## src/core/abce_pkg.sv

```systemverilog
// Contract
// emulator pulls latch strobe low during reset
// strobe held low through release enters emulation
// only plain reset leaves emulation mode
// emulation: strobes, ports 1-3 weak, others float
// latch strobe demultiplexes port 0 address/data
// free-running latch strobe, osc/6 or osc/3
// latch-output-control bit suppresses free strobe
// suppressed strobe still pulses on external cycles
// suppressed strobe pin left weakly pulled high
// read/write strobes 6 or 30 clocks
// two-bit field sizes expanded RAM 256-1024
// external-select bit routes data moves outward
// software never sets reserved bits 6, 4
// reset value 0x0c, reserved bits undefined
// strobe level sampled first edge after reset
package abce_pkg;

  // ************************************************************
  // register map
  // ************************************************************
  localparam logic [7:0] AUX_OFFSET  = 8'h8e;
  localparam logic [7:0] STAT_OFFSET = 8'hf0;
  localparam logic [7:0] AUX_RESET   = 8'h0c;
  // reserved bits are not stored and read as zero
  localparam logic [7:0] AUX_WMASK   = 8'haf;
  localparam int         STAT_EMU    = 0;
  localparam int         STAT_RD     = 1;
  localparam int         STAT_WR     = 2;

  // ************************************************************
  // timing, in oscillator clock periods; strobe counter width and RAM size unit
  // ************************************************************
  localparam int         ALE_DIV_X1  = 6;
  localparam int         ALE_DIV_X2  = 3;
  localparam int         STB_SHORT   = 6;
  localparam int         STB_LONG    = 30;
  localparam int         STB_CW      = 5;
  localparam int         EXPANDED_INTERNAL_RAM_UNIT   = 256;

  // ************************************************************
  // types
  // ************************************************************
  typedef struct packed {
    logic       pullup_disable;
    logic       rsv6;
    logic       strobe_stretch;
    logic       rsv4;
    logic       xram_size_hi;
    logic       xram_size_lo;
    logic       ext_data_select;
    logic       latch_output_ctrl;
  } abce_aux_s;

  typedef struct packed {
    logic        ext_cycle;
    logic        ext_fetch;
    logic        xmove_req;
    logic        xmove_we;
    logic [15:0] addr;
    logic [7:0]  wdata;
  } abce_core_s;

  typedef struct packed {
    logic port0_float;
    logic port123_weak;
    logic i2_float;
    logic osc_active;
  } abce_pins_s;

  typedef enum logic [1:0] {
    MODE_RESET = 2'b00,
    MODE_RUN   = 2'b01,
    MODE_EMU   = 2'b10
  } abce_mode_e;

endpackage

```

## src/core/abce_strobe_timer.sv

```systemverilog
`timescale 1ns/1ps
`default_nettype none
module abce_strobe_timer #(
  parameter int CW = 5
) (
  input  wire logic          core_clk_i,
  input  wire logic          rst_i,
  input  wire logic          start_i,
  input  wire logic [CW-1:0] len_i,
  output logic               strobe_n_o,
  output logic               busy_o
);
  logic [CW-1:0] cnt_r;
  logic [CW-1:0] len_r;
  logic [CW-1:0] run_r;

  // ************************************************************
  // pulse timer
  // ************************************************************
  // a start while busy is dropped; the caller sees busy_o
  always_ff @(posedge core_clk_i) begin
    if (rst_i) begin
      strobe_n_o <= 1'b1;
      cnt_r      <= '0;
    end else if (strobe_n_o && start_i) begin
      strobe_n_o <= 1'b0;
      cnt_r      <= len_i - 1'b1;
    end else if (!strobe_n_o) begin
      if (cnt_r == '0) begin
        strobe_n_o <= 1'b1;
      end else begin
        cnt_r <= cnt_r - 1'b1;
      end
    end
  end

  assign busy_o = !strobe_n_o;

  // ************************************************************
  // checks
  // ************************************************************
  always_ff @(posedge core_clk_i) begin
    if (rst_i) begin
      run_r <= '0;
      len_r <= '0;
    end else begin
      if (strobe_n_o && start_i) begin
        len_r <= len_i;
      end
      run_r <= strobe_n_o ? '0 : run_r + 1'b1;
    end
  end

  property p_stb_len;
    @(posedge core_clk_i) disable iff (rst_i)
    $rose(strobe_n_o) |-> run_r == len_r;
  endproperty
  a_stb_len: assert property (p_stb_len) else $error("strobe length wrong");

endmodule
`default_nettype wire

```

## src/core/abce_top.sv

```systemverilog
// Strobed register access was chosen for this implementation.
`timescale 1ns/1ps
`default_nettype none
module abce_top (
  input  wire logic               core_clk_i,
  input  wire logic               rst_i,
  // register port
  input  wire logic [7:0]         reg_addr_i,
  input  wire logic [7:0]         reg_wdata_i,
  input  wire logic               reg_we_i,
  input  wire logic               reg_re_i,
  output logic      [7:0]         reg_rdata_o,
  // core side
  input  wire logic               double_speed_i,
  input  wire abce_pkg::abce_core_s core_i,
  output logic                    xmove_ready_o,
  output logic                    xram_int_o,
  output logic      [9:0]         xram_addr_o,
  output logic                    pullup_disable_o,
  output logic                    emulation_entry_mode_o,
  output abce_pkg::abce_pins_s    pins_o,
  // address-latch strobe pin
  input  wire logic               ale_i,
  output logic                    ale_o,
  output logic                    ale_oe_o,
  output logic                    ale_pu_o,
  // program-store strobe pin
  input  wire logic               prog_store_strobe_i,
  output logic                    prog_store_strobe_o,
  output logic                    prog_store_strobe_oe_o,
  output logic                    prog_store_strobe_pu_o,
  // port 0 and read/write strobes
  output logic      [7:0]         p0_o,
  output logic                    p0_oe_o,
  output logic      [7:0]         p2_o,
  output logic                    rd_n_o,
  output logic                    wr_n_o,
  output logic                    rdwr_oe_o
);

  abce_pkg::abce_aux_s  aux_r;
  abce_pkg::abce_mode_e mode_r;
  logic [1:0]           ale_s_r;
  logic [1:0]           prog_store_strobe_s_r;
  logic                 prog_store_strobe_hi_r;
  logic                 run;
  logic [2:0]           phase_r;
  logic                 phase0;
  logic                 emu;
  logic                 xint;
  logic [1:0]           stb_start;
  logic [1:0]           stb_n;
  logic [1:0]           stb_busy;
  logic [abce_pkg::STB_CW-1:0] stb_len;

  // ************************************************************
  // decoding
  // ************************************************************
  function automatic logic [10:0] expanded_internal_ram_size(input abce_pkg::abce_aux_s a);
    // widen before the add so the largest size code does not wrap to zero
    expanded_internal_ram_size = (11'({a.xram_size_hi, a.xram_size_lo}) + 11'd1) *
                11'(abce_pkg::EXPANDED_INTERNAL_RAM_UNIT);
  endfunction

  // ************************************************************
  // pin synchronisers
  // ************************************************************
  always_ff @(posedge core_clk_i) begin
    ale_s_r  <= {ale_s_r[0], ale_i};
    prog_store_strobe_s_r <= {prog_store_strobe_s_r[0], prog_store_strobe_i};
  end

  // ************************************************************
  // emulation entry
  // ************************************************************
  // the program-store strobe must be seen high while reset is held
  always_ff @(posedge core_clk_i) begin
    if (rst_i) begin
      prog_store_strobe_hi_r <= prog_store_strobe_s_r[1];
    end
  end

  // reset always returns to MODE_RESET, so only a reset leaves emulation
  always_ff @(posedge core_clk_i) begin
    if (rst_i) begin
      mode_r <= abce_pkg::MODE_RESET;
    end else begin
      unique case (mode_r)
        abce_pkg::MODE_RESET: begin
          mode_r <= (!ale_s_r[1] && prog_store_strobe_hi_r) ? abce_pkg::MODE_EMU
                                               : abce_pkg::MODE_RUN;
        end
        abce_pkg::MODE_RUN: begin
          mode_r <= abce_pkg::MODE_RUN;
        end
        abce_pkg::MODE_EMU: begin
          mode_r <= abce_pkg::MODE_EMU;
        end
        default: begin
          mode_r <= abce_pkg::MODE_RESET;
        end
      endcase
    end
  end

  assign emu = (mode_r == abce_pkg::MODE_EMU);
  assign emulation_entry_mode_o = emu;
  // latch, program-store and port 0 pins stay released on the decision cycle so an emulator is never fought
  assign run = (mode_r == abce_pkg::MODE_RUN);

  // pin states while the emulator owns the board
  always_ff @(posedge core_clk_i) begin
    if (rst_i) begin
      pins_o <= '0;
    end else begin
      pins_o.port0_float  <= emu;
      pins_o.port123_weak <= emu;
      pins_o.i2_float     <= emu;
      pins_o.osc_active   <= 1'b1;
    end
  end

  // ************************************************************
  // register port
  // ************************************************************
  always_ff @(posedge core_clk_i) begin
    if (rst_i) begin
      aux_r <= abce_pkg::AUX_RESET;
    end else if (reg_we_i && reg_addr_i == abce_pkg::AUX_OFFSET) begin
      aux_r <= reg_wdata_i & abce_pkg::AUX_WMASK;
    end
  end

  always_ff @(posedge core_clk_i) begin
    if (rst_i) begin
      reg_rdata_o <= '0;
    end else if (reg_re_i && reg_addr_i == abce_pkg::AUX_OFFSET) begin
      reg_rdata_o <= aux_r;
    end else if (reg_re_i && reg_addr_i == abce_pkg::STAT_OFFSET) begin
      reg_rdata_o <= '0;
      reg_rdata_o[abce_pkg::STAT_EMU] <= emu;
      reg_rdata_o[abce_pkg::STAT_RD]  <= stb_busy[0];
      reg_rdata_o[abce_pkg::STAT_WR]  <= stb_busy[1];
    end else begin
      reg_rdata_o <= '0;
    end
  end

  // polarity of this bit is unsettled, so it is passed on as stored
  assign pullup_disable_o = aux_r.pullup_disable;

  // ************************************************************
  // address-latch strobe
  // ************************************************************
  always_ff @(posedge core_clk_i) begin
    if (rst_i) begin
      phase_r <= '0;
    end else if (phase_r >= 3'(double_speed_i ? abce_pkg::ALE_DIV_X2 - 1
                                              : abce_pkg::ALE_DIV_X1 - 1)) begin
      phase_r <= '0;
    end else begin
      phase_r <= phase_r + 3'd1;
    end
  end

  assign phase0 = (phase_r == 3'd0);

  // not driven during reset, so an emulator can pull the pin low
  always_ff @(posedge core_clk_i) begin
    if (rst_i || !run) begin
      ale_o    <= 1'b0;
      ale_oe_o <= 1'b0;
      ale_pu_o <= 1'b1;
    end else if (!aux_r.latch_output_ctrl) begin
      ale_o    <= phase0;
      ale_oe_o <= 1'b1;
      ale_pu_o <= 1'b0;
    end else begin
      ale_o    <= phase0 && core_i.ext_cycle;
      ale_oe_o <= core_i.ext_cycle;
      ale_pu_o <= !core_i.ext_cycle;
    end
  end

  // ************************************************************
  // port 0 demultiplex, program-store strobe
  // ************************************************************
  always_ff @(posedge core_clk_i) begin
    if (rst_i || !run) begin
      p0_o    <= '0;
      p0_oe_o <= 1'b0;
      p2_o    <= '0;
    end else begin
      p0_o    <= phase0 ? core_i.addr[7:0] : core_i.wdata;
      p0_oe_o <= core_i.ext_cycle;
      p2_o    <= core_i.addr[15:8];
    end
  end

  always_ff @(posedge core_clk_i) begin
    if (rst_i || !run) begin
      prog_store_strobe_o    <= 1'b1;
      prog_store_strobe_oe_o <= 1'b0;
      prog_store_strobe_pu_o <= 1'b1;
    end else begin
      prog_store_strobe_o    <= !(core_i.ext_fetch && !phase0);
      prog_store_strobe_oe_o <= 1'b1;
      prog_store_strobe_pu_o <= 1'b0;
    end
  end

  // ************************************************************
  // data moves and read/write strobes
  // ************************************************************
  assign xint = !aux_r.ext_data_select &&
                (core_i.addr < 16'(expanded_internal_ram_size(aux_r)));

  always_ff @(posedge core_clk_i) begin
    if (rst_i) begin
      xram_int_o  <= 1'b0;
      xram_addr_o <= '0;
    end else if (core_i.xmove_req && xmove_ready_o) begin
      xram_int_o  <= xint;
      xram_addr_o <= core_i.addr[9:0];
    end else begin
      xram_int_o  <= 1'b0;
    end
  end

  assign xmove_ready_o = !(stb_busy[0] || stb_busy[1]) && !emu;
  assign stb_len = aux_r.strobe_stretch ? abce_pkg::STB_CW'(abce_pkg::STB_LONG)
                                        : abce_pkg::STB_CW'(abce_pkg::STB_SHORT);

  genvar gi;
  generate
    for (gi = 0; gi < 2; gi++) begin : g_stb
      assign stb_start[gi] = core_i.xmove_req && xmove_ready_o && !xint &&
                             (core_i.xmove_we == (gi == 1));
      abce_strobe_timer #(
        .CW (abce_pkg::STB_CW)
      ) u_timer (
        .core_clk_i (core_clk_i),
        .rst_i      (rst_i),
        .start_i    (stb_start[gi]),
        .len_i      (stb_len),
        .strobe_n_o (stb_n[gi]),
        .busy_o     (stb_busy[gi])
      );
    end
  endgenerate

  assign rd_n_o    = stb_n[0];
  assign wr_n_o    = stb_n[1];
  assign rdwr_oe_o = !emu && !rst_i;

  // ************************************************************
  // checks
  // ************************************************************
  property p_emu_entry;
    @(posedge core_clk_i) disable iff (rst_i)
    (mode_r == abce_pkg::MODE_RESET && !ale_s_r[1] && prog_store_strobe_hi_r) |=> emu;
  endproperty
  a_emu_entry: assert property (p_emu_entry) else $error("emulation not entered");

  property p_emu_normal;
    @(posedge core_clk_i) disable iff (rst_i)
    (mode_r == abce_pkg::MODE_RESET && ale_s_r[1]) |=> mode_r == abce_pkg::MODE_RUN;
  endproperty
  a_emu_normal: assert property (p_emu_normal) else $error("normal start missed");

  property p_emu_hold;
    @(posedge core_clk_i) disable iff (rst_i)
    emu |=> emu;
  endproperty
  a_emu_hold: assert property (p_emu_hold) else $error("emulation left without reset");

  property p_emu_pins;
    @(posedge core_clk_i) disable iff (rst_i)
    emu ##1 emu |-> !ale_oe_o && ale_pu_o && !prog_store_strobe_oe_o && pins_o.port0_float;
  endproperty
  a_emu_pins: assert property (p_emu_pins) else $error("pins driven in emulation");

  property p_ale_rate;
    @(posedge core_clk_i) disable iff (rst_i)
    (ale_o && ale_oe_o && !aux_r.latch_output_ctrl && !double_speed_i && !emu)
      |=> (!ale_o)[*5] ##1 (ale_o || $past(aux_r.latch_output_ctrl));
  endproperty
  a_ale_rate: assert property (p_ale_rate) else $error("latch strobe rate wrong");

  property p_ale_quiet;
    @(posedge core_clk_i) disable iff (rst_i)
    ale_oe_o && $past(aux_r.latch_output_ctrl) |-> $past(core_i.ext_cycle);
  endproperty
  a_ale_quiet: assert property (p_ale_quiet) else $error("latch strobe not suppressed");

  property p_ale_pull;
    @(posedge core_clk_i) disable iff (rst_i)
    !ale_oe_o |-> ale_pu_o;
  endproperty
  a_ale_pull: assert property (p_ale_pull) else $error("idle latch pin not pulled");

  property p_aux_reset;
    @(posedge core_clk_i) disable iff (rst_i)
    $past(rst_i) |-> aux_r == abce_pkg::AUX_RESET;
  endproperty
  a_aux_reset: assert property (p_aux_reset) else $error("aux reset value wrong");

  property p_ext_route;
    @(posedge core_clk_i) disable iff (rst_i)
    (core_i.xmove_req && xmove_ready_o && aux_r.ext_data_select)
      |=> !xram_int_o && (!rd_n_o || !wr_n_o);
  endproperty
  a_ext_route: assert property (p_ext_route) else $error("move not sent outward");

  property p_expanded_internal_ram_size;
    @(posedge core_clk_i) disable iff (rst_i)
    (core_i.xmove_req && xmove_ready_o && !aux_r.ext_data_select &&
     core_i.addr < 16'(expanded_internal_ram_size(aux_r))) |=> xram_int_o && rd_n_o && wr_n_o;
  endproperty
  a_expanded_internal_ram_size: assert property (p_expanded_internal_ram_size) else $error("internal ram miss");

endmodule
`default_nettype wire

```

## config.mk

```make
export PLATFORM = sky130hd
export DESIGN_NAME = abce_top
export DESIGN_NICKNAME = d
export VERILOG_FILES = /design/src/core/abce_pkg.sv /design/src/core/abce_strobe_timer.sv /design/src/core/abce_top.sv
export SDC_FILE = /design/constraint.sdc
export NUM_CORES = 1
export LEC_CHECK = 0
export ABC_AREA = 0
export ABC_CLOCK_PERIOD_IN_PS = 2400
export BUFFER_PORTS_ARGS = -buffer_cell sky130_fd_sc_hd__buf_4
export CAP_MARGIN = 40
export CORE_MARGIN = 5
export CORE_UTILIZATION = 48
export CTS_CLUSTER_DIAMETER = 40
export CTS_CLUSTER_SIZE = 40
export DETAILED_ROUTE_END_ITERATION = 8
export PLACE_DENSITY = 0.78
export SKIP_CTS_REPAIR_TIMING = 1
export SYNTH_ARGS = -nofsm -noshare
export SYNTH_HDL_FRONTEND = slang
export SYNTH_SLANG_ARGS = --single-unit
```

## constraint.sdc

```tcl
create_clock -name core_clk_i -period 2.4 [get_ports core_clk_i]
set_input_delay 0.36 -clock core_clk_i [delete_from_list [all_inputs] [get_ports core_clk_i]]
set_output_delay 0.36 -clock core_clk_i [all_outputs]
set_load 0.03 [all_outputs]
```

==> results of run 1 <==
[cell usage after synthesis]
cell type and number:
sky130_fd_sc_hd__or4b_4 1, sky130_fd_sc_hd__nor2b_1 1, sky130_fd_sc_hd__o311ai_0 6, sky130_fd_sc_hd__a21o_1 3, sky130_fd_sc_hd__nor4b_1 3, sky130_fd_sc_hd__o2bb2ai_1 3
sky130_fd_sc_hd__and4b_1 1, sky130_fd_sc_hd__o211a_1 1, sky130_fd_sc_hd__buf_1 2, sky130_fd_sc_hd__inv_1 16, sky130_fd_sc_hd__nand3_1 2, sky130_fd_sc_hd__conb_1 1
sky130_fd_sc_hd__nand2b_2 1, sky130_fd_sc_hd__clkbuf_1 9, sky130_fd_sc_hd__ha_1 12, sky130_fd_sc_hd__nand2b_1 3, sky130_fd_sc_hd__buf_4 4, sky130_fd_sc_hd__xor2_1 2
sky130_fd_sc_hd__or3_1 4, sky130_fd_sc_hd__nand2_1 43, sky130_fd_sc_hd__a21oi_1 25, sky130_fd_sc_hd__edfxtp_1 1, sky130_fd_sc_hd__nor3_1 6, sky130_fd_sc_hd__o21ai_0 1
sky130_fd_sc_hd__or2_2 4, sky130_fd_sc_hd__a211o_1 1, sky130_fd_sc_hd__and3_1 11, sky130_fd_sc_hd__nor4_1 1, sky130_fd_sc_hd__a31oi_1 4, sky130_fd_sc_hd__and2_1 4
sky130_fd_sc_hd__nor3b_1 5, sky130_fd_sc_hd__nand4_1 3, sky130_fd_sc_hd__nor2_1 17, sky130_fd_sc_hd__buf_2 1, sky130_fd_sc_hd__dfxtp_1 69, sky130_fd_sc_hd__and4_1 1
sky130_fd_sc_hd__xnor2_1 5, sky130_fd_sc_hd__nor4bb_1 1, sky130_fd_sc_hd__o21ai_1 1, sky130_fd_sc_hd__mux2i_1 8, sky130_fd_sc_hd__buf_6 1, sky130_fd_sc_hd__or4b_1 1
[routing by layer]
layer	wire length [um]	share of wire	vias to the layer above	track usage
met3	475	0.073	12	0.0718
met5	0	0	-	0
met2	3110	0.48	66	0.287
li1	-	-	1178	-
met1	2760	0.43	1080	0.206
met4	123	0.019	0	0.0777
[flip-flops by register name (all words and copies together) (netlist names), 2 cells and up]
| name | flops |
|---|---|
| g_stb.u_timer.cnt_r | 10 |
| xram_addr_o | 10 |
| p0_o | 8 |
| p2_o | 8 |
| reg_rdata_o | 6 |
| aux_r | 5 |
| phase_r | 3 |
| ale_s_r | 2 |
| g_stb.u_timer.strobe_n_o | 2 |
| mode_r | 2 |
| pins_o | 2 |
| prog_store_strobe_s_r | 2 |
[worst max-delay path by stage]
| stage | from | to | slack [ns] | depth (start not counted) |
|---|---|---|---|---|
| 6_report | aux_r[2]$_SDFFE_PP1P_ | g_stb[1].u_timer.cnt_r[4]$_SDFFE_PP0P_ | 0.23 | 7 |
| 5_1_grt | aux_r[2]$_SDFFE_PP1P_ | g_stb[0].u_timer.cnt_r[4]$_SDFFE_PP0P_ | 0.12 | 7 |
| 4_1_cts | aux_r[2]$_SDFFE_PP1P_ | g_stb[1].u_timer.cnt_r[4]$_SDFFE_PP0P_ | 0.23 | 7 |
| 3_5_place_dp | aux_r[2]$_SDFFE_PP1P_ | g_stb[1].u_timer.cnt_r[4]$_SDFFE_PP0P_ | 0.27 | 7 |
| 3_3_place_gp | aux_r[2]$_SDFFE_PP1P_ | g_stb[0].u_timer.cnt_r[4]$_SDFFE_PP0P_ | 0.32 | 7 |
| 2_1_floorplan | aux_r[2]$_SDFFE_PP1P_ | g_stb[1].u_timer.cnt_r[4]$_SDFFE_PP0P_ | 0.39 | 8 |
[area by class of cell]
| class | count | area, um2 |
|---|---|---|
| Tap cell | 72 | 90.1 |
| Sequential cell | 70 | 1410 |
| Fill cell | 468 | 1810 |
| Timing Repair Buffer | 101 | 758 |
| Inverter | 16 | 60.1 |
| Clock inverter | 3 | 68.8 |
| Clock buffer | 13 | 149 |
| Multi-Input combinational cell | 187 | 1160 |
[power by group through the flow]
stage	Combinational, mW	Sequential (mW)	Clock, mW
4_1_cts	0.526	1.27	1.05
2_1_floorplan	0.255	1.37	0
6_report	0.523	1.27	1.04
5_1_grt	0.575	1.28	1.11
3_5_place_dp	0.523	1.30	0
3_3_place_gp	0.512	1.30	0
[logic make-up after synthesis]
logic type,after synthesis
AOI/OAI and AO/OA,45
DFF,70
buffers and inverters,33
and+or+nand+nor,113
adders and majority gates,12
xor gates and xnor gates,7
muxes,8
other,1
==> reports/results.md, run 1 <==
| Group | Parameter | Value |
|:---|:---|:---|
| critical path | Cells along the critical path | ha_1 > inv_1 > ha_1 > o21ai_0 > o211a_1 > or4b_4 > a31oi_1 |
| global routing | Total Routing Usage GR | 0.178 |
| clock network | CTS buffer count | 9 |
| route | Number of iterations in the first detailed-routing pass | 4 |
| critical path | Delay contributed by the slowest stage of the critical path | 0.58 ns |
| critical path | Critical R2R Launch | aux_r[2]$_SDFFE_PP1P_ |
| pwr | Pwr dens | 766 mW/mm2 |
| sta | Period utilization | 0.905 |
| synthesis | Number of cells produced by synthesis | 289 |
| critical path | Gate family responsible for the most delay along the worst path | compound AO/OA/AOI/OAI gates |
| synthesis | Number of distinct library cells after synthesis | 42 |
| pwr | Net switching share of the total power | 0.270 |
| pwr | Sequential cell fraction of total power | 0.449 |
| route | Wire per inst | 14.0 um |
| synthesis | Post-synthesis share of cell area spent on xor and xnor gates | 0.0225 |
| sta | Max-Slew Margin vs Limit | 0.596 |
| clock network | Buffer depth of the longest clock path | 2 |
| die | Die height | 85.3 um |
| finish | Antenna diode count | 0 |
| critical path | Cell with the biggest individual delay on the critical path | sky130_fd_sc_hd__or4b_4 |
| synthesis | Area share of fa/ha/maj cells after synthesis | 0.0552 |
| clock network | Number of clock sinks | 70 |
| global routing | Vias in the first global route | 2,294 |
| synthesis | Synthesis warning total | 0 |
| sta | Total count of hold-check failures in the final report | 0 |
| sta | Setup_tns | 0 ns |
| sta | Fmax | 0.461 GHz |
| global routing | Maximum number of pins on one net before global-route repair | 35 |
| pwr | IR Drop Worst-Case VDD | 0.000553 V |
| placement | IO Port Bufs | 98 |
| clock network | Clock transition at the registers of the reported paths | 0.07 ns |
| worst hold path | Worst Hold Endpoint | prog_store_strobe_s_r[0]$_DFF_P_ |
| pwr | Clock network power share | 0.366 |
| pwr | Internal Power | 2.07 mW |
| worst hold path | Source of the worst hold timing path | prog_store_strobe_i |
| sta | Final setup violation count | 0 |
| finish | Design area | 0.00370 mm2 |
| finish | Post-Layout Cell Count | 462 |
| die | DIE AREA | 0.00727 mm2 |
| synthesis | Cell Area, Synth | 0.00272 mm2 |
| route | Number of DRC markers in iteration 0 | 65 |
| sta | Clock Skew | 0.00823 ns |
| clock network | H-tree levels | 3 |
| synthesis | Cell accounting for the most synthesized area | sky130_fd_sc_hd__dfxtp_1 |
| critical path | Number of buffer and inverter stages on the critical path | 1 |
| pwr | Part of the power in combinational logic | 0.185 |
| finish | Most frequent cells in the layout | sky130_fd_sc_hd__buf_4, sky130_fd_sc_hd__dfxtp_1, sky130_fd_sc_hd__nand2_1, sky130_fd_sc_hd__a21oi_1, sky130_fd_sc_hd__nor2_1 |
| placement | Post-Place Setup Slack | 0.269 ns |
| global routing | First-pass GRT wire length | 10,300 um |
| die | Area inside the core boundary | 0.00551 mm2 |
| sta | Number of max-slew violations in the final report | 0 |
| route | Detailed-route via count | 2,336 |
| route | Drt drc | 0 |
| synthesis | Mapped Avg Cell Area | 9.41 um2 |
| pwr | Total power draw | 2.83 mW |
| critical path | CP required | 2.66 ns |
| sta | Post-route setup slack | 0.229 ns |
| critical path | Crit start category | flip-flop |
| critical path | Cell type with the highest occurrence count on the critical path | sky130_fd_sc_hd__ha_1 |
| finish | Leading cell type in the layout, fill and taps excluded | sky130_fd_sc_hd__buf_4 |
| critical path | Reg-to-reg critical path endpoint | g_stb[1].u_timer.cnt_r[4]$_SDFFE_PP0P_ |
| global routing | Number of antenna violations at the first check in global routing | 0 |
| sta | Worst hold-check slack | 0.122 ns |
| sta | Minimum period implied by the final worst setup slack | 2.17 ns |
| finish | End-of-flow core utilization | 0.672 |
| route | Average via count per standard cell | 5.06 |
| die | Count of pins on the block boundary | 103 |
| global routing | GR Overflow Total | 0 |
| critical path | Peak fanout along the critical path | 11 |
| pwr | Switching component of the power | 0.766 mW |
| placement | Last weighted congestion value of the routability-driven placer | 0.814 |
| critical path | Register-to-Register Setup Slack | 0.23 ns |
| synthesis | Mux share of post-synthesis cell area | 0.0295 |
| synthesis | Share of synthesized area occupied by flip-flops and latches | 0.519 |
| worst hold path | Hold WC Path Type | primary input to flip-flop |
| clock network | Clock insertion delay at the later pin of the skew report | 0.34 ns |
| critical path | Arrival @ worst endpoint | 2.43 ns |
| synthesis | Top cell type's share of synthesized area | 0.508 |
| die | Starting Density | 0.494 |
| route | Final WL | 6470 um |
| placement | Number of placed cells counting well taps | 446 |
| critical path | Type of the worst setup path | flip-flop to flip-flop |
| sta | RSZ-0062 raised after global routing | false |
| worst hold path | Cell count of the worst hold path | 1 |
| run | Count of maximum capacitance violations | 0 |
| synthesis | Flip-flop and latch count after synthesis | 70 |
| finish | Total number of nets in the final design | 448 |
| pwr | Leakage power | 1.76 nW |
| route | Post-route antenna net violation count | 0 |
| synthesis | Area fraction in and, or, nand and nor cells after synthesis | 0.215 |
| placement | Final HPWL DP | 4740 um |
| critical path | Nature of the critical path endpoint | flip-flop |
| outcome | Result of the run | finished, final reports clean |
| clock network | Root buffer selected by CTS | sky130_fd_sc_hd__clkbuf_8 |
| critical path | Length in cells of the worst reg-to-reg path | 7 |
| finish | Area overhead of the layout relative to synthesis | 36.1% |
| placement | Area of placed instances | 0.00348 mm2 |
| finish | Fraction of layout instances using a drive strength above 1 | 0.308 |
| synthesis | Main combinational cell family by area after synthesis | simple AND/OR/NAND/NOR gates |
| synthesis | Area fraction in compound gates after synthesis | 0.103 |
| clock network | CTS tree | built |
| die | Die Span X | 85.3 um |
| die | Site row count | 27 |
| sta | Worst Max-Slew Pin Slew | 0.597 ns |
| synthesis | Area contributors post-synth | sky130_fd_sc_hd__dfxtp_1, sky130_fd_sc_hd__nand2_1, sky130_fd_sc_hd__ha_1 |
Note: power is estimated with default switching activity, not from simulation.
==> run 2, diff against run 1 <==
PLACE_DENSITY = 0.9   (was 0.78)
==> run 2 against run 1 <==
Net effect: highest routed layer unchanged; sequential cell count stayed put; non-clock buffer count unchanged; sequential power is essentially flat; critical path depth is the same; first-iteration DRC count increased by 63%; register-to-register slack is essentially flat; global-route usage grew 1.1 points; sequential share of layout area up 0.19 points; utilization is 0.34 points lower; largest cell class unchanged; final cell count shrank 0.22%; clock power down 9%; combinational power rose by 1%.
==> reports/results.md, run 2 (synthesis results as in run 1) <==
| Group | Parameter | Value | Delta |
|:---|:---|:---|:---|
| pwr | IR Drop Worst-Case VDD | 0.000445 V | -20% |
| global routing | Total Routing Usage GR | 0.188 | +0.0107 |
| clock network | Buffer depth of the longest clock path | 2 | unchanged |
| route | Final WL | 6780 um | +4.7% |
| critical path | Startpoint of the most critical setup path | aux_r[2]$_SDFFE_PP1P_ |  |
| finish | Antenna diode count | 0 | unchanged |
| sta | Worst Max-Slew Pin Slew | 0.610 ns | +0.0129 ns |
| sta | Clock Skew | 0.00809 ns | -0.000143 ns |
| worst hold path | Hold WC Path Type | primary input to flip-flop |  |
| global routing | GR Overflow Total | 0 | unchanged |
| critical path | CP required | 2.66 ns | about the same |
| die | Area inside the core boundary | 0.00551 mm2 | unchanged |
| clock network | Root buffer selected by CTS | sky130_fd_sc_hd__clkbuf_8 |  |
| placement | Area of placed instances | 0.00348 mm2 | unchanged |
| sta | Setup_tns | 0 ns | unchanged |
| critical path | Critical R2R Launch | aux_r[2]$_SDFFE_PP1P_ |  |
| clock network | Number of clock sinks | 70 | unchanged |
| pwr | Leakage power | 1.75 nW | -0.31% |
| pwr | Pwr dens | 746 mW/mm2 | -2.6% |
| die | Starting Density | 0.494 | unchanged |
| global routing | Maximum number of pins on one net before global-route repair | 35 | unchanged |
| route | Average via count per standard cell | 5.07 | +0.26% |
| finish | Leading cell type in the layout, fill and taps excluded | sky130_fd_sc_hd__buf_4 |  |
| route | Post-route antenna net violation count | 0 | unchanged |
| placement | Last weighted congestion value of the routability-driven placer | 0.838 | +2.9% |
| run | Count of maximum capacitance violations | 0 | unchanged |
| global routing | Number of antenna violations at the first check in global routing | 0 | unchanged |
| critical path | Peak fanout along the critical path | 11 | unchanged |
| critical path | Type of the worst setup path | flip-flop to flip-flop |  |
| sta | Number of max-slew violations in the final report | 0 | unchanged |
| die | Die height | 85.3 um | unchanged |
| die | Count of pins on the block boundary | 103 | unchanged |
| finish | Filler cell count | 452 | -3.4% |
| sta | Fmax | 0.458 GHz | -0.61% |
| finish | Area overhead of the layout relative to synthesis | 35.4% |  |
| die | Die Span X | 85.3 um | unchanged |
| critical path | Length in cells of the worst reg-to-reg path | 7 | unchanged |
| finish | Total number of nets in the final design | 448 | unchanged |
| route | Drt drc | 0 | unchanged |
| route | Number of DRC markers in iteration 0 | 106 | +63% |
| global routing | Vias in the first global route | 2,285 | -0.39% |
| clock network | CTS buffer count | 9 | unchanged |
| outcome | Result of the run | finished, final reports clean |  |
| finish | Area taken by multi-input logic gates | 0.00116 mm2 | unchanged |
| route | Detailed-route via count | 2,337 | +0.043% |
| die | DIE AREA | 0.00727 mm2 | unchanged |
| sta | Final setup violation count | 0 | unchanged |
| global routing | First-pass GRT wire length | 11,000 um | +6.4% |
| sta | Period utilization | 0.910 | +0.00555 |
| route | Wire per inst | 14.7 um | +5.0% |
| clock network | H-tree levels | 3 | unchanged |
| critical path | Register-to-Register Setup Slack | 0.22 ns | about the same |
| critical path | Capture point of the worst path | g_stb[1].u_timer.cnt_r[4]$_SDFFE_PP0P_ |  |
| finish | Design area | 0.00368 mm2 | -0.51% |
| worst hold path | Cell count of the worst hold path | 1 | unchanged |
| placement | Final HPWL DP | 5080 um | +7.3% |
| finish | Fraction of layout instances using a drive strength above 1 | 0.311 | +0.00336 |
| critical path | Nature of the critical path endpoint | flip-flop |  |
| critical path | Reg-to-reg critical path endpoint | g_stb[1].u_timer.cnt_r[4]$_SDFFE_PP0P_ |  |
| sta | RSZ-0062 raised after global routing | false |  |
| finish | End-of-flow core utilization | 0.669 | -0.00341 |
| route | Number of iterations in the first detailed-routing pass | 4 | unchanged |
| sta | Total count of hold-check failures in the final report | 0 | unchanged |
| sta | Max-Slew Margin vs Limit | 0.592 | -0.00383 |
| critical path | Arrival @ worst endpoint | 2.44 ns | about the same |
| clock network | CTS tree | built |  |
| critical path | Crit start category | flip-flop |  |
| finish | Largest registers | g_stb.u_timer.cnt_r: 10 flops, xram_addr_o: 10 flops |  |
| clock network | Clock insertion delay at the later pin of the skew report | 0.33 ns | about the same |
| placement | IO Port Bufs | 98 | unchanged |
| finish | Most frequent cells in the layout | sky130_fd_sc_hd__buf_4, sky130_fd_sc_hd__dfxtp_1, sky130_fd_sc_hd__nand2_1, sky130_fd_sc_hd__a21oi_1, sky130_fd_sc_hd__nor2_1 |  |
| die | Site row count | 27 | unchanged |
| sta | Minimum period implied by the final worst setup slack | 2.18 ns | +0.0133 ns |
| finish | Flip-flop and latch area | 0.00141 mm2 | unchanged |
| clock network | Clock transition at the registers of the reported paths | 0.07 ns | about the same |
==> run 2: cell types whose count changed in the layout (fill, tap and decap cells not counted), sizes merged <==
cell	change
bufinv	-1
clkbuf	-1
clkinv	+1
==> run 2: layer usage <==
layer | wire (um) | global-route usage | part of all wire
met2 | 3470 | 0.324 | 0.51
met3 | 419 | 0.0573 | 0.062
met1 | 2750 | 0.217 | 0.41
met5 | 0 | 0 | 0
met4 | 132 | 0.0748 | 0.019
==> run 2: worst min-delay path by stage <==
stage,start,endpoint,slack [ns]
after floorplan,ale_s_r[0]$_DFF_P_,ale_s_r[1]$_DFF_P_,0.31
after global routing,ale_i,ale_s_r[0]$_DFF_P_,0.11
after global placement,ale_s_r[0]$_DFF_P_,ale_s_r[1]$_DFF_P_,0.31
final,ale_i,ale_s_r[0]$_DFF_P_,0.13
after detailed placement,ale_s_r[0]$_DFF_P_,ale_s_r[1]$_DFF_P_,0.32
after CTS,prog_store_strobe_i,prog_store_strobe_s_r[0]$_DFF_P_,0.11
==> run 2: critical path, cell delays in order, from the launching register on <==
cell and delay (ns):
sky130_fd_sc_hd__dfxtp_1 0.36, sky130_fd_sc_hd__ha_1 0.29, sky130_fd_sc_hd__inv_1 0.04, sky130_fd_sc_hd__ha_1 0.26, sky130_fd_sc_hd__o21ai_0 0.07, sky130_fd_sc_hd__o211a_1 0.34
sky130_fd_sc_hd__or4b_4 0.58, sky130_fd_sc_hd__a31oi_1 0.16
==> run 2: final cells by class <==
| cell class | instances | share of cell area |
|---|---|---|
| sequential | 70 | 0.383 |
| multi-input combinational | 187 | 0.316 |
| timing repair buffer | 101 | 0.206 |
| clock buffer | 12 | 0.0421 |
| tap | 72 | 0.0245 |
| inverter | 16 | 0.0163 |
| clock inverter | 3 | 0.0119 |
==> run 2: stage by stage <==
| step | hold WS (ns) | worst slack, ns | std cells | power [mW] |
|---|---|---|---|---|
| global route | 0.107 | 0.106 | 461 | 2.88 |
| floorplan | 0.310 | 0.394 | 290 | 1.63 |
| detailed placement | 0.323 | 0.255 | 446 | 1.83 |
| finish | 0.129 | 0.216 | 461 | 2.75 |
| global placement | 0.311 | 0.320 | 446 | 1.80 |
| CTS | 0.114 | 0.221 | 461 | 2.77 |
==> run 2: report_power, final <==
group          switching [mW]  internal (mW)
logic                   0.308          0.220
registers              0.0424           1.23
clock network           0.411          0.532
==> run 3, diff against run 2 <==
CELL_PAD_IN_SITES_DETAIL_PLACEMENT = 2   (was default)
CELL_PAD_IN_SITES_GLOBAL_PLACEMENT = 2   (was default)
CORE_ASPECT_RATIO = 0.8   (was default)
CORE_UTILIZATION = 28   (was 48)
PLACE_DENSITY = 0.91   (was 0.9)
==> run 3 against run 2 <==
Net effect: power rose by 10%; clock skew down 0.0013 ns; hold slack improved by 0.0079 ns; first-iteration DRC count fell by 40%; sequential power about the same; critical endpoint is now g_stb[0].u_timer.cnt_r[3]$_SDFFE_PP0P_; highest routed layer unchanged.
==> reports/results.md, run 3 (synthesis results as in run 1) <==
| Group | Parameter | Value | Delta |
|:---|:---|:---|:---|
| outcome | Result of the run | finished, final reports clean |  |
| sta | RSZ-0062 raised after global routing | false |  |
| sta | Worst Max-Slew Pin Slew | 0.736 ns | +0.126 ns |
| global routing | GR Overflow Total | 0 | unchanged |
| finish | Area overhead of the layout relative to synthesis | 40.3% |  |
| finish | End-of-flow core utilization | 0.399 | -0.270 |
| sta | Number of max-slew violations in the final report | 0 | unchanged |
| sta | Clock Skew | 0.00682 ns | -0.00127 ns |
| die | Die height | 98.1 um | +15% |
| clock network | Number of clock sinks | 70 | unchanged |
| global routing | First-pass GRT wire length | 14,800 um | +34% |
| route | Wire per inst | 17.6 um | +20% |
| placement | Number of placed cells counting well taps | 494 | +11% |
| finish | Antenna diode count | 0 | unchanged |
| critical path | Type of the worst setup path | flip-flop to flip-flop |  |
| route | Final WL | 8980 um | +32% |
| route | M1 WL | 3820 um | +39% |
| critical path | CP required | 2.64 ns | -0.02 ns |
| sta | Period utilization | 0.931 | +0.0204 |
| placement | Last weighted congestion value of the routability-driven placer | 0.741 | -12% |
| route | Drt drc | 0 | unchanged |
| global routing | Vias in the first global route | 2,807 | +23% |
| sta | Minimum period implied by the final worst setup slack | 2.23 ns | +0.0491 ns |
| run | Count of maximum capacitance violations | 0 | unchanged |
| pwr | Total power draw | 3.02 mW | +10% |
| finish | Fraction of layout instances using a drive strength above 1 | 0.315 | +0.00433 |
| critical path | Startpoint of the most critical setup path | aux_r[2]$_SDFFE_PP1P_ |  |
| route | Detailed-route via count | 2,435 | +4.2% |
| die | Area inside the core boundary | 0.00957 mm2 | +74% |
| route | DR WL met2 | 4340 um | +25% |
| global routing | Number of antenna violations at the first check in global routing | 0 | unchanged |
| global routing | Maximum number of pins on one net before global-route repair | 23 | -34% |
| finish | Largest registers | g_stb.u_timer.cnt_r: 10 flops, xram_addr_o: 10 flops |  |
| route | Number of DRC markers in iteration 0 | 64 | -40% |
| clock network | H-tree levels | 3 | unchanged |
| pwr | Leakage power | 1.78 nW | +1.7% |
| sta | Total count of hold-check failures in the final report | 0 | unchanged |
| finish | Post-Layout Cell Count | 509 | +10% |
| sta | Setup_tns | 0 ns | unchanged |
| route | Number of iterations in the first detailed-routing pass | 4 | unchanged |
| clock network | Root buffer selected by CTS | sky130_fd_sc_hd__clkbuf_16 |  |
| finish | Most frequent cells in the layout | sky130_fd_sc_hd__buf_4, sky130_fd_sc_hd__dfxtp_1, sky130_fd_sc_hd__nand2_1, sky130_fd_sc_hd__a21oi_1, sky130_fd_sc_hd__nor2_1 |  |
| route | Met3 wire len | 722 um | +72% |
| critical path | Arrival @ worst endpoint | 2.48 ns | +0.04 ns |
| placement | IO Port Bufs | 98 | unchanged |
| sta | Final setup violation count | 0 | unchanged |
| critical path | Critical R2R Launch | aux_r[2]$_SDFFE_PP1P_ |  |
| finish | Design area | 0.00381 mm2 | +3.6% |
| route | Average via count per standard cell | 4.78 | -5.6% |
| clock network | CTS tree | built |  |
| critical path | Crit start category | flip-flop |  |
| clock network | Clock insertion delay at the later pin of the skew report | 0.33 ns | about the same |
| die | DIE AREA | 0.0118 mm2 | +62% |
| finish | Total number of nets in the final design | 449 | +0.22% |
| sta | Max-Slew Margin vs Limit | 0.502 | -0.0902 |
| die | Count of pins on the block boundary | 103 | unchanged |
| critical path | Peak fanout along the critical path | 11 | unchanged |
| die | Die Span X | 120 um | +41% |
| route | Top layer in use | met4 |  |
| clock network | CTS buffer count | 9 | unchanged |
| finish | Leading cell type in the layout, fill and taps excluded | sky130_fd_sc_hd__buf_4 |  |
| clock network | Buffer depth of the longest clock path | 2 | unchanged |
| placement | Area of placed instances | 0.00355 mm2 | +1.9% |
| sta | Fmax | 0.448 GHz | -2.2% |
| global routing | Total Routing Usage GR | 0.157 | -0.0311 |
| pwr | IR Drop Worst-Case VDD | 0.000266 V | -40% |
| clock network | Clock transition at the registers of the reported paths | 0.06 ns | about the same |
| placement | Final HPWL DP | 6780 um | +33% |
| die | Site row count | 32 | +19% |
| worst hold path | Source of the worst hold timing path | ale_i |  |
| route | Post-route antenna net violation count | 0 | unchanged |
| die | Starting Density | 0.284 | -0.210 |
| critical path | Nature of the critical path endpoint | flip-flop |  |
| worst hold path | Hold WC Path Type | primary input to flip-flop |  |
| pwr | Pwr dens | 792 mW/mm2 | +6.3% |
==> run 3: per-stage QoR <==
stage	hold WS, ns	setup WS [ns]
CTS	0.126	0.138
detailed placement	0.315	0.226
global placement	0.313	0.310
global route	0.124	0.0155
finish	0.137	0.167
floorplan	0.310	0.394
==> run 3: worst max-delay path: stages (launching register included) <==
cell and delay [ns]:
sky130_fd_sc_hd__dfxtp_1 0.34, sky130_fd_sc_hd__ha_1 0.29, sky130_fd_sc_hd__inv_1 0.04, sky130_fd_sc_hd__ha_1 0.26, sky130_fd_sc_hd__o21ai_0 0.07, sky130_fd_sc_hd__o211a_1 0.34, sky130_fd_sc_hd__or4b_1 0.61, sky130_fd_sc_hd__a31oi_1 0.20
==> run 3: final cells by class <==
class | count | area [um2]
Sequential cell | 70 | 1410
Clock buffer | 9 | 225
Tap cell | 119 | 149
Inverter | 16 | 60.1
Timing Repair Buffer | 102 | 766
Fill cell | 1025 | 5760
Multi-Input combinational cell | 187 | 1160
Clock inverter | 6 | 38.8
==> run 3: path summary, 6_finish.rpt <==
path         slack, ns                                     end  cells after the start
max               0.17  g_stb[0].u_timer.cnt_r[3]$_SDFFE_PP0P_                      7
min               0.14                      ale_s_r[0]$_DFF_P_                      1
min reg2reg       0.33                      ale_s_r[1]$_DFF_P_                      0
max reg2reg       0.17  g_stb[0].u_timer.cnt_r[3]$_SDFFE_PP0P_                      7
==> run 3: metal layers <==
layer  global-route usage  vias up
li1                     -     1170
met1                0.180     1176
met2                0.277       80
met3               0.0562        9
met4               0.0449        0
met5                    0        -
==> run 3: power breakdown <==
group / switching [mW] / internal [mW]
Clock: 0.503 / 0.690
Combinational: 0.324 / 0.221
Sequential: 0.0494 / 1.23
Total: 0.877 / 2.15
